<file path="src/hdl/cbd_pkg.sv">
package cbd_pkg;

  // Register indices; byte address is four times the index
  localparam logic [19:0] SEL0_IDX = 20'hfffa5;
  localparam logic [19:0] SEL1_IDX = 20'hfffa6;
  localparam logic [19:0] BITOP_IDX = 20'hfffa8;
  localparam logic [19:0] STATUS_IDX = 20'hfffa9;

  // Select register fields
  localparam int OE_POS = 7;
  localparam int SRC_POS = 3;
  localparam int DIV_LSB = 0;
  localparam int DIV_W = 3;
  localparam logic [7:0] SEL_RESET = 8'h00;
  localparam logic [7:0] SEL_MASK = 8'h8f;

  // Bit-write register fields
  localparam int BOP_CH_POS = 0;
  localparam int BOP_IDX_LSB = 1;
  localparam int BOP_VAL_POS = 4;

  // Status register fields
  localparam int ST_RUN_LSB = 0;
  localparam int ST_PIN_LSB = 2;

  // Prescaler width covers the largest ratio, 2^13
  localparam int PRE_W = 13;
  localparam logic [PRE_W-1:0] PRE_RESET = 13'h0000;

  // Exponent of the divide ratio for each divider code
  localparam logic [3:0] DIV_EXP0 = 4'h0;
  localparam logic [3:0] DIV_EXP1 = 4'h1;
  localparam logic [3:0] DIV_EXP2 = 4'h2;
  localparam logic [3:0] DIV_EXP3 = 4'h3;
  localparam logic [3:0] DIV_EXP4 = 4'h4;
  localparam logic [3:0] DIV_EXP5 = 4'hb;
  localparam logic [3:0] DIV_EXP6 = 4'hc;
  localparam logic [3:0] DIV_EXP7 = 4'hd;

endpackage

</file>
<file path="src/hdl/cbd_clkbuz.sv">
// Register access over Wishbone was decided locally.
`timescale 1ns/1ps
module cbd_clkbuz (
  input wire logic ref_clk,
  input wire logic rst_n,
  input wire logic wb_cyc_i,
  input wire logic wb_stb_i,
  input wire logic wb_we_i,
  input wire logic [21:0] wb_adr_i,
  input wire logic [3:0] wb_sel_i,
  input wire logic [31:0] wb_dat_i,
  output logic [31:0] wb_dat_o,
  output logic wb_ack_o,
  output logic clkbuz_out_pin_0,
  output logic clkbuz_out_pin_1
);

  typedef struct packed {
    logic [1:0][7:0] sel;
    logic [1:0] run;
    logic [1:0] pin;
    logic [cbd_pkg::PRE_W-1:0] pre;
    logic ack;
    logic [31:0] rdat;
  } cbd_state_t;

  cbd_state_t st_r;
  cbd_state_t st_nxt;

  // Ratio exponent for a divider code
  function automatic logic [3:0] cbd_div_exp(input logic [2:0] code);
    logic [3:0] e;
    e = cbd_pkg::DIV_EXP0;
    unique case (code)
      3'h0: e = cbd_pkg::DIV_EXP0;
      3'h1: e = cbd_pkg::DIV_EXP1;
      3'h2: e = cbd_pkg::DIV_EXP2;
      3'h3: e = cbd_pkg::DIV_EXP3;
      3'h4: e = cbd_pkg::DIV_EXP4;
      3'h5: e = cbd_pkg::DIV_EXP5;
      3'h6: e = cbd_pkg::DIV_EXP6;
      3'h7: e = cbd_pkg::DIV_EXP7;
    endcase
    return e;
  endfunction

  // Half-period boundary: low exp-1 prescaler bits all ones
  function automatic logic cbd_tick(input logic [2:0] code,
                                    input logic [cbd_pkg::PRE_W-1:0] pre);
    logic [3:0] e;
    logic [cbd_pkg::PRE_W-1:0] m;
    e = cbd_div_exp(code);
    m = '0;
    if (e > 4'h1) begin
      m = cbd_pkg::PRE_W'((14'h0001 << (e - 4'h1)) - 14'h0001);
    end
    return (pre & m) == m;
  endfunction

  // Byte-lane merge of a select register write; only lane 0 carries data
  function automatic logic [7:0] cbd_wr_sel(input logic [7:0] old,
                                            input logic [31:0] d,
                                            input logic lane);
    logic [7:0] v;
    v = old;
    if (lane) begin
      v = d[7:0] & cbd_pkg::SEL_MASK;
    end
    return v;
  endfunction

  // Select register after a single-bit write
  function automatic logic [7:0] cbd_bit_wr(input logic [7:0] old,
                                            input logic [2:0] pos,
                                            input logic val);
    logic [7:0] bmask;
    logic [7:0] v;
    bmask = 8'h01 << pos;
    v = old;
    if (val) begin
      v = old | bmask;
    end else begin
      v = old & ~bmask;
    end
    return v & cbd_pkg::SEL_MASK;
  endfunction

  // A channel runs only with enable set and the reserved source bit clear
  function automatic logic cbd_may_run(input logic [7:0] sel);
    logic ok;
    ok = sel[cbd_pkg::OE_POS] & ~sel[cbd_pkg::SRC_POS];
    return ok;
  endfunction

  // Read word for a register index; unmapped and write-only read zero
  function automatic logic [31:0] cbd_rd_word(input logic [19:0] a,
                                              input logic [1:0][7:0] sel,
                                              input logic [1:0] run,
                                              input logic [1:0] pin);
    logic [31:0] w;
    w = '0;
    unique case (a)
      cbd_pkg::SEL0_IDX: begin
        w[7:0] = sel[0];
      end
      cbd_pkg::SEL1_IDX: begin
        w[7:0] = sel[1];
      end
      cbd_pkg::STATUS_IDX: begin
        w[cbd_pkg::ST_RUN_LSB +: 2] = run;
        w[cbd_pkg::ST_PIN_LSB +: 2] = pin;
      end
      default: begin
        w = '0;
      end
    endcase
    return w;
  endfunction

  // One channel's next run flag and pin level, returned as {run, pin}.
  // Outputs come from flip-flops, so code 0 cannot reach the full clock
  // rate: it gives half of ref_clk, the same as code 1.
  function automatic logic [1:0] cbd_chan_step(input logic [7:0] sel,
                                               input logic run,
                                               input logic pin,
                                               input logic tick);
    logic run_n;
    logic pin_n;
    run_n = run;
    pin_n = pin;
    if (tick) begin
      if (!pin) begin
        // Enable is sampled only where a low phase ends, so no runt pulse
        run_n = cbd_may_run(sel);
        pin_n = run_n;
      end else begin
        // A high phase always completes before stopping
        pin_n = 1'b0;
      end
    end
    return {run_n, pin_n};
  endfunction

  // Select pair after a register write; unmapped writes change nothing
  function automatic logic [1:0][7:0] cbd_wr_apply(
      input logic [19:0] a,
      input logic [1:0][7:0] sel,
      input logic [31:0] d,
      input logic [2:0] pos,
      input logic ch,
      input logic val);
    logic [1:0][7:0] s;
    s = sel;
    unique case (a)
      cbd_pkg::SEL0_IDX: begin
        s[0] = cbd_wr_sel(sel[0], d, 1'b1);
      end
      cbd_pkg::SEL1_IDX: begin
        s[1] = cbd_wr_sel(sel[1], d, 1'b1);
      end
      cbd_pkg::BITOP_IDX: begin
        // Single-bit write: only the addressed bit moves
        s[ch] = cbd_bit_wr(sel[ch], pos, val);
      end
      default: begin
        s = sel;
      end
    endcase
    return s;
  endfunction

  logic req;
  logic wr_req;
  logic rd_req;
  logic [19:0] idx;
  logic [2:0] bop_bit;
  logic bop_ch;
  logic bop_val;

  // Ack blocks a new take for one cycle, so one request gives one pulse
  assign req = wb_cyc_i & wb_stb_i & ~st_r.ack;
  assign wr_req = req & wb_we_i & wb_sel_i[0];
  assign rd_req = req & ~wb_we_i;
  assign idx = wb_adr_i[21:2];
  assign bop_bit = wb_dat_i[cbd_pkg::BOP_IDX_LSB +: 3];
  assign bop_ch = wb_dat_i[cbd_pkg::BOP_CH_POS];
  assign bop_val = wb_dat_i[cbd_pkg::BOP_VAL_POS];

  always_comb begin
    logic tick0;
    logic tick1;
    logic [1:0] step0;
    logic [1:0] step1;
    tick0 = 1'b0;
    tick1 = 1'b0;
    step0 = '0;
    step1 = '0;
    st_nxt = st_r;
    st_nxt.ack = req;
    st_nxt.pre = st_r.pre + 1'b1;

    if (wr_req) begin
      st_nxt.sel = cbd_wr_apply(idx, st_r.sel, wb_dat_i, bop_bit, bop_ch,
                                bop_val);
    end

    // Read data stands only in the ack cycle, zero otherwise
    st_nxt.rdat = '0;
    if (rd_req) begin
      st_nxt.rdat = cbd_rd_word(idx, st_r.sel, st_r.run, st_r.pin);
    end

    // Both channels share the free prescaler, so their edges stay aligned
    tick0 = cbd_tick(st_r.sel[0][cbd_pkg::DIV_LSB +: cbd_pkg::DIV_W],
                     st_r.pre);
    step0 = cbd_chan_step(st_r.sel[0], st_r.run[0], st_r.pin[0], tick0);
    st_nxt.run[0] = step0[1];
    st_nxt.pin[0] = step0[0];

    tick1 = cbd_tick(st_r.sel[1][cbd_pkg::DIV_LSB +: cbd_pkg::DIV_W],
                     st_r.pre);
    step1 = cbd_chan_step(st_r.sel[1], st_r.run[1], st_r.pin[1], tick1);
    st_nxt.run[1] = step1[1];
    st_nxt.pin[1] = step1[0];
  end

  always_ff @(posedge ref_clk or negedge rst_n) begin
    if (!rst_n) begin
      st_r.sel <= {cbd_pkg::SEL_RESET, cbd_pkg::SEL_RESET};
      st_r.run <= 2'b00;
      st_r.pin <= 2'b00;
      st_r.pre <= cbd_pkg::PRE_RESET;
      st_r.ack <= 1'b0;
      st_r.rdat <= 32'h00000000;
    end else begin
      st_r <= st_nxt;
    end
  end

  assign wb_dat_o = st_r.rdat;
  assign wb_ack_o = st_r.ack;
  assign clkbuz_out_pin_0 = st_r.pin[0];
  assign clkbuz_out_pin_1 = st_r.pin[1];

endmodule

</file>
<file path="config.mk">
export PLATFORM = sky130hd
export DESIGN_NAME = cbd_clkbuz
export DESIGN_NICKNAME = d
export VERILOG_FILES = /design/src/hdl/cbd_pkg.sv /design/src/hdl/cbd_clkbuz.sv
export SDC_FILE = /design/constraint.sdc
export NUM_CORES = 1
export LEC_CHECK = 0
export BUFFER_PORTS_ARGS = -buffer_cell sky130_fd_sc_hd__buf_2
export CORE_UTILIZATION = 50
export DETAILED_ROUTE_END_ITERATION = 7
export PLACE_DENSITY = 0.83
export SLEW_MARGIN = 10
export SYNTH_ARGS = -nofsm -noshare
export SYNTH_HDL_FRONTEND = slang
export SYNTH_SLANG_ARGS = --single-unit
</file>
<file path="constraint.sdc">
create_clock -name ref_clk -period 4.22 [get_ports ref_clk]
set_clock_uncertainty 0.2 [all_clocks]
set_input_delay 0.844 -clock ref_clk [delete_from_list [all_inputs] [get_ports ref_clk]]
set_output_delay 0.844 -clock ref_clk [all_outputs]
set_load 0.02 [all_outputs]
</file>
==> flow_metrics.env, run 1 <==
export IMPL_final_cycle_utilization_of_the_critical_path_pct=70.97
export IMPL_endpoint_kind="flop"
export IMPL_pwr_density_cell_nw_per_um2=251.7
export IMPL_yosys_area_share_xor_xnor_pct=4.475
export IMPL_cap_violations=0
export IMPL_drt_antenna_violating_nets=0
export IMPL_max_slew_margin_rel_pct=51.18
export IMPL_worst_r2r_cell_count=7
export IMPL_grt_first_pass_wirelength_um=7714
export IMPL_critical_path_max_fanout=12
export IMPL_clock_fmax_mhz=333.9
export IMPL_boundaryPins=98
export IMPL_groute_layer_met2_usage_pct=29.56
export IMPL_n_fill_cell=381
export IMPL_worst_slew_pin_slew_ps=732.2
export IMPL_floorplan_initialDensity_pct=52.84
export IMPL_p_comb_share_pct=9.9
export IMPL_die_height_um=70.54
export IMPL_postSynth_topFlopCell="sky130_fd_sc_hd__dfrtp_1"
export IMPL_synth_top_family_by_area="simple AND/OR/NAND/NOR gates"
export IMPL_mostFrequentLayoutCell="sky130_fd_sc_hd__buf_2"
export IMPL_synth_compound_area_share_pct=15.08
export IMPL_p_leak_nw=1.153
export IMPL_fp_dieArea_um2=4975
export IMPL_grt_use_total_pct=20.04
export IMPL_buffer_ports_inserted=42
export IMPL_insertion_delay_ps=290
export IMPL_grt_util_met1_pct=27.41
export IMPL_hold_path_startpoint="st_r[42]"
export IMPL_cts_path_max_buffers=2
export IMPL_synth_adder_area_share_pct=1.598
export IMPL_synth_seq_area_share_pct=36.23
export IMPL_switching_power_mw=0.1574
export IMPL_antennaDiodeCount=0
export IMPL_design_area_um2=2519
export IMPL_cts_max_level=2
export IMPL_dp_hpwl_um=3445
export IMPL_worstSetupStartpointType="flop"
export IMPL_detail_route_vias_per_cell=5.750
export IMPL_dpl_instance_area_um2=2427
export IMPL_min_delay_path_depth=1
export IMPL_first_global_vias=1653
export IMPL_finalHoldViolations=0
export IMPL_detail_route_wirelength_um=4692
export IMPL_period_minus_slack_ps=2995
export IMPL_failed_checks="DRC"
export IMPL_drive_gt1_share_pct=24.64
export IMPL_area_growth_pct=7.246
export IMPL_yosys_register_bits=34
export IMPL_syn_inst=248
export IMPL_final_cell_mix="sky130_fd_sc_hd__buf_2, sky130_fd_sc_hd__dfrtp_1, sky130_fd_sc_hd__conb_1"
export IMPL_clk_root_buffer_cell="sky130_fd_sc_hd__clkbuf_8"
export IMPL_mappedNetlistArea_um2=2349
export IMPL_p_int_mw=0.4766
export IMPL_core_um2=4444
export IMPL_cts_buffers_inserted=5
export IMPL_clk_transition_reported_paths_ps=70
export IMPL_place_gp_congestion=0.8819
export IMPL_r2r_slack_ps=1230
export IMPL_endpoint_arrival_time_on_the_critical_path_ps=2970
export IMPL_grt_antenna_before_repair=0
export IMPL_finalSetupViolCount=0
export IMPL_synth_warning_count=0
export IMPL_hold_class="reg2reg"
export IMPL_initialDrtViolationCount=161
export IMPL_power_share_clock_pct=38.4
export IMPL_drt_wirelength_per_cell_um=14.13
export IMPL_sw_frac_of_total_pct=24.83
export IMPL_fp_row_count=24
export IMPL_syn_area_per_cell_um2=9.470
export IMPL_peak_supply_drop_mv=0.1159
export IMPL_yosysUniqueCellTypes=54
export IMPL_rsz0062_at_grt="no"
export IMPL_tritoncts_clock_tree="done"
export IMPL_worst_setup_path_type="reg2reg"
export IMPL_globalRouteMet3Util_pct=4.558
export IMPL_route_detailed_drc=7
export IMPL_count_of_flip_flops_with_a_built_in_enable_after_synthesis=0
export IMPL_finish_net_count=345
export IMPL_critical_path_reg2reg_endpoint="st_r[48]"
export IMPL_die_x_um=70.54
export IMPL_tns_ps=0
export IMPL_drtPass1Iterations=6
export IMPL_grt_start_max_net_pins=35
export IMPL_vias=1909
export IMPL_final_core_util_pct=56.67
export IMPL_r2r_start="st_r[51]"
export IMPL_simple_gate_share_of_the_synthesized_area_pct=21.26
export IMPL_grt_overflow_total=0
export IMPL_number_of_setup_buffers_added_after_cts=0
export IMPL_cts_resized=0
export IMPL_hold_path_endpoint="st_r[42]"
export IMPL_async_flop_share_pct=100.0
export IMPL_hold_worst_slack_ps=296.7
export IMPL_share_of_synthesized_area_spent_on_multiplexers_pct=8.045
export IMPL_outcome="finished with violations"
export IMPL_p_seq_share_pct=51.6
export IMPL_slew_viol_final=0
export IMPL_top_usage_layer="met2"
export IMPL_worst_ep_required_time_ps=4190
export IMPL_cts_hold_repair_buffers=0
export IMPL_cts_sinks=34
==> power groups by stage <==
stage | Combinational (mW) | Sequential [mW] | Clock [mW]
finish | 0.0628 | 0.327 | 0.244
CTS | 0.0627 | 0.327 | 0.250
global placement | 0.0614 | 0.333 | 0
floorplan | 0.0529 | 0.334 | 0
global route | 0.0688 | 0.327 | 0.264
detailed placement | 0.0625 | 0.334 | 0
==> sequential cells by signal, summed over array words and instances, names as in the netlist <==
| register | count |
|---|---|
| clkbuz_out_pin_0 | 1 |
| wb_ack_o | 1 |
| clkbuz_out_pin_1 | 1 |
| st_r | 25 |
| wb_dat_o | 6 |
==> Yosys cell counts, types with 2 or more instances <==
cell type	number	area, µm²
sky130_fd_sc_hd__dfrtp_1	34	850.8
sky130_fd_sc_hd__buf_4	32	240.2
sky130_fd_sc_hd__o21ai_0	15	75.07
sky130_fd_sc_hd__mux2_2	11	123.9
sky130_fd_sc_hd__nand2_1	11	41.29
sky130_fd_sc_hd__and3_1	8	50.05
sky130_fd_sc_hd__clkbuf_1	8	30.03
sky130_fd_sc_hd__nand3_1	8	40.04
sky130_fd_sc_hd__nor2_1	8	30.03
sky130_fd_sc_hd__a21oi_1	7	35.03
sky130_fd_sc_hd__xnor2_1	7	61.31
sky130_fd_sc_hd__a22oi_1	6	45.04
sky130_fd_sc_hd__inv_1	6	22.52
sky130_fd_sc_hd__nand4_1	6	37.54
sky130_fd_sc_hd__mux2i_1	5	50.05
sky130_fd_sc_hd__nor3_1	5	25.02
sky130_fd_sc_hd__nor4b_1	5	43.79
sky130_fd_sc_hd__xor2_1	5	43.79
sky130_fd_sc_hd__a31oi_1	4	25.02
sky130_fd_sc_hd__nor2b_1	4	25.02
sky130_fd_sc_hd__nor3b_1	4	30.03
sky130_fd_sc_hd__o31ai_1	4	30.03
sky130_fd_sc_hd__ha_1	3	37.54
sky130_fd_sc_hd__or2_2	3	18.77
sky130_fd_sc_hd__a21bo_2	2	20.02
sky130_fd_sc_hd__a311o_1	2	20.02
sky130_fd_sc_hd__and4_1	2	17.52
sky130_fd_sc_hd__nand2b_1	2	12.51
sky130_fd_sc_hd__nand3b_1	2	15.01
sky130_fd_sc_hd__nand4b_1	2	17.52
sky130_fd_sc_hd__nor4_1	2	12.51
sky130_fd_sc_hd__nor4bb_1	2	20.02
sky130_fd_sc_hd__o211ai_1	2	15.01
==> layout make-up <==
class | instances | area, µm² | area share (%)
clock buffers | 7 | 86.33 | 3.428
clock inverters | 1 | 5.005 | 0.1987
inverters | 6 | 22.52 | 0.8942
multi-input cells | 190 | 1279 | 50.77
flip-flops and latches | 34 | 850.8 | 33.78
well taps | 52 | 65.06 | 2.583
repair buffers | 42 | 210.2 | 8.346
==> per-layer routing <==
layer / vias up / wire length, µm
met1: 903 / 2262
met5: - / 0
met3: 10 / 252
li1: 921 / -
met4: 0 / 138
met2: 75 / 2038
==> critical path, cell delays in order (launching register included) <==
cell	delay (ps)
sky130_fd_sc_hd__dfrtp_1	560
sky130_fd_sc_hd__or3b_2	480
sky130_fd_sc_hd__ha_1	280
sky130_fd_sc_hd__and3b_1	210
sky130_fd_sc_hd__a311o_1	300
sky130_fd_sc_hd__a22o_1	210
sky130_fd_sc_hd__nor3_1	270
sky130_fd_sc_hd__mux2_2	370
==> worst max path at each step <==
stage | start | endpoint | cells after the start
after floorplan | st_r[51] | st_r[48] | 8
after global placement | wb_adr_i[8] | st_r[60] | 6
after detailed placement | wb_adr_i[8] | st_r[59] | 6
after CTS | st_r[51] | st_r[48] | 7
after global routing | st_r[51] | st_r[48] | 7
final | st_r[51] | st_r[48] | 7
==> through the flow <==
step	cells	power, mW	worst slack [ps]
final	332	0.6340	1225
after detailed placement	324	0.3961	1207
after global placement	324	0.3949	1215
after floorplan	272	0.3871	1356
after CTS	332	0.6401	1254
after global routing	332	0.6605	1162
==> logic make-up (layout without fill, tap and decap cells) <==
family / count (synthesis) / in the layout
buf+inv: 48 / 56
compound gates: 52 / 52
flops: 34 / 34
other cells: 1 / 25
fa+ha+maj: 3 / 3
xor+xnor: 12 / 12
simple gates: 81 / 81
mux: 17 / 17
Note: power is estimated with default switching activity, not from simulation.
==> inputs of run 2 (changes only) <==
Settings changed: CORE_UTILIZATION 50 to 44, PLACE_DENSITY 0.83 to 0.77.
Clock period 4.22 ns to 2.54 ns, I/O delays scaled along.
==> run 2 against run 1 <==
- the flow now finishes without violations
- sequential share of layout area shrank 3.5 points
- wire length grew 8.8%
- flip-flop and latch count is the same
- largest power group unchanged
==> flow_metrics.env, run 2 (synthesis results as in run 1) <==
export IMPL_outcome="completed"
export IMPL_grt_antenna_before_repair=0
export IMPL_switching_power_mw=0.2589
export IMPL_cts_hold_repair_buffers=0
export IMPL_min_setup_slack_post_route_ps=94.60
export IMPL_place_gp_congestion=0.9218
export IMPL_boundaryPins=98
export IMPL_drt_antenna_violating_nets=0
export IMPL_worst_ep_required_time_ps=2510
export IMPL_hold_class="in2async"
export IMPL_clock_fmax_mhz=408.9
export IMPL_max_slew_margin_rel_pct=49.95
export IMPL_first_global_vias=1960
export IMPL_mostFrequentLayoutCell="sky130_fd_sc_hd__buf_2"
export IMPL_sw_frac_of_total_pct=25.46
export IMPL_p_seq_share_pct=53.5
export IMPL_p_leak_nw=1.314
export IMPL_critical_path_max_fanout=4
export IMPL_initialDrtViolationCount=85
export IMPL_power_share_clock_pct=36.1
export IMPL_core_um2=5140
export IMPL_dp_slack_ps=0.08238
export IMPL_grt_overflow_total=0
export IMPL_buffer_ports_inserted=42
export IMPL_endpoint_kind="flop"
export IMPL_cts_buffers_inserted=5
export IMPL_finalHoldViolations=0
export IMPL_detail_route_vias_per_cell=5.369
export IMPL_largest_register="st_r"
export IMPL_endpoint_arrival_time_on_the_critical_path_ps=2410
export IMPL_finish_net_count=367
export IMPL_fp_row_count=26
export IMPL_cap_violations=0
export IMPL_largest_register_ff_count=25
export IMPL_die_height_um=75.06
export IMPL_detail_route_wirelength_um=5106
export IMPL_tns_ps=0
export IMPL_clk_root_buffer_cell="sky130_fd_sc_hd__clkbuf_8"
export IMPL_total_power_mw=1.017
export IMPL_p_int_mw=0.7578
export IMPL_floorplan_initialDensity_pct=45.69
export IMPL_pwr_density_cell_nw_per_um2=362.1
export IMPL_period_minus_slack_ps=2445
export IMPL_final_cycle_utilization_of_the_critical_path_pct=96.28
export IMPL_fp_dieArea_um2=5634
export IMPL_design_area_um2=2808
export IMPL_finalSetupViolCount=0
export IMPL_p_comb_share_pct=10.4
export IMPL_cts_max_level=2
export IMPL_hold_worst_slack_ps=93.99
export IMPL_grt_start_max_net_pins=35
export IMPL_cts_path_max_buffers=2
export IMPL_drive_gt1_share_pct=34.22
export IMPL_slew_viol_final=0
export IMPL_clk_transition_reported_paths_ps=70
export IMPL_drt_wirelength_per_cell_um=13.76
export IMPL_final_cell_mix="sky130_fd_sc_hd__buf_2, sky130_fd_sc_hd__dfrtp_1, sky130_fd_sc_hd__conb_1"
export IMPL_worst_slew_pin_slew_ps=750.7
export IMPL_peak_supply_drop_mv=0.1610
export IMPL_dp_hpwl_um=3705
export IMPL_grt_first_pass_wirelength_um=8790
export IMPL_rsz0062_at_grt="no"
export IMPL_worst_setup_path_type="reg2reg"
export IMPL_area_growth_pct=19.55
export IMPL_insertion_delay_ps=280
export IMPL_cts_sinks=34
export IMPL_dpl_instance_area_um2=2619
export IMPL_die_x_um=75.06
export IMPL_grt_use_total_pct=20.78
export IMPL_worstSetupStartpointType="flop"
export IMPL_antennaDiodeCount=0
export IMPL_route_detailed_drc=0
export IMPL_vias=1992
export IMPL_drtPass1Iterations=4
export IMPL_tritoncts_clock_tree="done"
==> run 2: cell type report <==
| class | count | area (µm²) |
|---|---|---|
| Inverter | 6 | 22.52 |
| Multi-Input combinational cell | 190 | 1389 |
| Clock inverter | 2 | 10.01 |
| Fill cell | 471 | 2332 |
| Sequential cell | 34 | 850.8 |
| Clock buffer | 5 | 68.82 |
| Timing Repair Buffer | 64 | 379.1 |
| Tap cell | 70 | 87.58 |
==> run 2: critical path: stages (launching register included) <==
cell and delay, ps:
sky130_fd_sc_hd__dfrtp_1 400, sky130_fd_sc_hd__or3b_4 410, sky130_fd_sc_hd__ha_4 180, sky130_fd_sc_hd__nor4b_1 130, sky130_fd_sc_hd__a311o_1 270, sky130_fd_sc_hd__a22o_1 270, sky130_fd_sc_hd__nor3_4 160, sky130_fd_sc_hd__mux2_4 310
==> run 2: final timing paths <==
path / startpoint / end / slack, ps / depth (start not counted)
max: st_r[50] / st_r[48] / 90 / 7
min: rst_n / st_r[52] / 90 / 1
max reg2reg: st_r[50] / st_r[48] / 90 / 7
min reg2reg: st_r[38] / st_r[38] / 300 / 1
max in group asynchronous: rst_n / wb_dat_o[6] / 1570 / 1
min in group ref_clk: wb_we_i / wb_dat_o[7] / 220 / 2
==> run 2: layer usage <==
layer	vias up	wire length, µm	track usage [%]
li1	962	-	-
met1	941	2173	26.98
met2	78	2553	34.13
met3	11	263	3.748
met4	0	115	8.595
met5	-	0	0
==> run 2: repair_timing <==
item                                    in CTS  in global routing
pin swaps                                    8                  4
endpoints found under the hold margin        0                  0
setup buffers                                2                  1
gates resized for setup                      8                  9
endpoints found under the setup margin       2                  3
==> run 2: power by group through the flow <==
stage / Clock, mW / Combinational, mW / Sequential [mW]
after floorplan: 0 / 0.0879 / 0.555
after detailed placement: 0 / 0.106 / 0.554
after CTS: 0.381 / 0.106 / 0.544
after global routing: 0.410 / 0.120 / 0.544
after global placement: 0 / 0.104 / 0.554
final: 0.367 / 0.105 / 0.544
==> run 2: metrics by stage <==
| step | cells | util [%] |
|---|---|---|
| 5_1_grt | 371 | 54.63 |
| 3_5_place_dp | 361 | 50.95 |
| 2_1_floorplan | 272 | - |
| 4_1_cts | 370 | 53.55 |
| 6_report | 371 | 54.63 |
| 3_3_place_gp | 361 | 50.95 |
==> inputs of run 3 (changes only) <==
Settings changed: CORE_UTILIZATION 44 to 48, PLACE_DENSITY 0.77 to 0.8, SKIP_LAST_GASP from default to 1.
Clock period 2.54 ns to 2.7 ns, I/O delays scaled along.
==> run 3 against run 2 <==
- first-iteration DRC count up 58%
- non-clock buffer count down 7
- wire length down 6.8%
- fmax down 9.2%
- total power down 2.0%
- critical endpoint is now st_r[49]
- critical path depth up 2
==> flow_metrics.env, run 3 (synthesis results as in run 1) <==
export IMPL_final_core_util_pct=56.77
export IMPL_die_x_um=71.95
export IMPL_n_fill_cell=444
export IMPL_cap_violations=0
export IMPL_fp_row_count=25
export IMPL_grt_first_pass_wirelength_um=7610
export IMPL_critical_path_max_fanout=2
export IMPL_place_gp_congestion=0.9063
export IMPL_dpl_instance_area_um2=2576
export IMPL_detail_route_vias_per_cell=5.365
export IMPL_cts_sinks=34
export IMPL_finalSetupViolCount=0
export IMPL_insertion_delay_ps=290
export IMPL_period_minus_slack_ps=2692
export IMPL_boundaryPins=98
export IMPL_cts_path_max_buffers=2
export IMPL_finalHoldViolations=0
export IMPL_endpoint_kind="flop"
export IMPL_worst_r2r_cell_count=9
export IMPL_largest_register_ff_count=25
export IMPL_drtPass1Iterations=4
export IMPL_peak_supply_drop_mv=0.1540
export IMPL_drt_wirelength_per_cell_um=13.14
export IMPL_number_of_setup_buffers_added_after_cts=0
export IMPL_outcome="completed"
export IMPL_grt_start_max_net_pins=35
export IMPL_p_leak_nw=1.237
export IMPL_tritoncts_clock_tree="done"
export IMPL_max_slew_margin_rel_pct=48.50
export IMPL_worst_setup_path_type="reg2reg"
export IMPL_vias=1942
export IMPL_drive_gt1_share_pct=29.83
export IMPL_drt_antenna_violating_nets=0
export IMPL_antennaDiodeCount=0
export IMPL_buffer_ports_inserted=42
export IMPL_endpoint_arrival_time_on_the_critical_path_ps=2670
export IMPL_slew_viol_final=0
export IMPL_worst_slew_pin_slew_ps=772.6
export IMPL_hold_worst_slack_ps=125.2
export IMPL_first_global_vias=1686
export IMPL_timing_critical_path_slowest_stage_cell="sky130_fd_sc_hd__dfrtp_1"
export IMPL_route_detailed_drc=0
export IMPL_worstPathCellList="nand2b_4 > or2_2 > ha_1 > o21ai_1 > a311oi_1 > nor2b_1 > nor4b_2 > buf_4 > mux2_2"
export IMPL_clk_root_buffer_cell="sky130_fd_sc_hd__clkbuf_8"
export IMPL_cts_buffers_inserted=5
export IMPL_detail_route_wirelength_um=4758
export IMPL_grt_antenna_before_repair=0
export IMPL_grt_use_total_pct=18.96
export IMPL_cp_slowest_stage_delay_ps=390
export IMPL_final_cell_mix="sky130_fd_sc_hd__buf_2, sky130_fd_sc_hd__dfrtp_1, sky130_fd_sc_hd__conb_1"
export IMPL_clk_transition_reported_paths_ps=70
export IMPL_clock_fmax_mhz=371.4
export IMPL_hold_class="in2async"
export IMPL_total_power_mw=0.9969
export IMPL_cts_max_level=2
export IMPL_initialDrtViolationCount=134
export IMPL_mostFrequentLayoutCell="sky130_fd_sc_hd__buf_2"
export IMPL_worstSetupStartpointType="flop"
export IMPL_pwr_density_cell_nw_per_um2=371.8
export IMPL_final_cycle_utilization_of_the_critical_path_pct=99.71
export IMPL_grt_overflow_total=0
export IMPL_dp_hpwl_um=3559
export IMPL_floorplan_initialDensity_pct=49.72
export IMPL_finish_net_count=360
export IMPL_cts_hold_repair_buffers=0
export IMPL_worst_ep_required_time_ps=2670
export IMPL_area_growth_pct=14.17
export IMPL_core_um2=4723
export IMPL_fp_dieArea_um2=5176
export IMPL_largest_register="st_r"
export IMPL_design_area_um2=2681
export IMPL_die_height_um=71.95
==> run 3: cell types whose count changed in the layout (fill, tap and decap cells not counted), moves of 2 or more <==
cell,change
sky130_fd_sc_hd__mux2_4,-2
sky130_fd_sc_hd__buf_4,-6
sky130_fd_sc_hd__or2_4,-2
sky130_fd_sc_hd__or2_2,+2
sky130_fd_sc_hd__mux2_2,+2
==> run 3: final timing paths <==
check                               from           to  slack, ps
worst max-delay path            st_r[60]     st_r[49]          8
worst min-delay path               rst_n  wb_dat_o[7]        130
worst max register to register  st_r[60]     st_r[49]          8
worst min register to register  st_r[38]     st_r[38]        290
max in group asynchronous          rst_n     st_r[57]       1680
min in group ref_clk             wb_we_i  wb_dat_o[7]        270
==> run 3: critical path, delay by kind of cell (launching register included) <==
family                     cells  cell delay [ps]
adders and majority gates      1              280
buffers and inverters          1              160
AOI/OAI and AO/OA              2              370
DFF                            1              390
and+or+nand+nor                4              860
muxes                          1              320
==> run 3: power by group <==
| part | switching (mW) | internal (mW) | leakage (nW) |
|---|---|---|---|
| Combinational | 0.0699 | 0.0288 | 0.731 |
| Clock | 0.181 | 0.206 | 0.0482 |
| Sequential | 0.000767 | 0.511 | 0.458 |
==> run 3: metrics by stage <==
| stage | worst slack, ps | TNS [ps] | cells |
|---|---|---|---|
| floorplan | 37.21 | 0 | 272 |
| global placement | 102.7 | 0 | 354 |
| detailed placement | 22.37 | 0 | 354 |
| CTS | 2.235 | 0 | 362 |
| global route | -93.30 | -93.30 | 362 |
| finish | 7.707 | 0 | 362 |
==> run 3: final cells by class <==
class | count | area [µm²] | area share [%]
Inverter | 6 | 22.52 | 0.8399
Multi-Input combinational cell | 190 | 1310 | 48.86
Sequential cell | 34 | 850.8 | 31.73
Clock inverter | 1 | 5.005 | 0.1867
Clock buffer | 7 | 86.33 | 3.220
Timing Repair Buffer | 57 | 322.8 | 12.04
Tap cell | 67 | 83.83 | 3.126
==> run 3: metal layers <==
metal | global-route usage [%] | share of wire, % | vias up
li1 | - | - | 947
met1 | 24.51 | 46 | 907
met5 | 0 | 0 | -
met3 | 2.361 | 4.1 | 10
met4 | 9.150 | 2.5 | 0
met2 | 31.66 | 47 | 78
==> run 3: what timing repair did <==
item                       CTS  global route
setup endpoints to repair    0             1
hold endpoints to repair     0             0
resized for setup            0             3
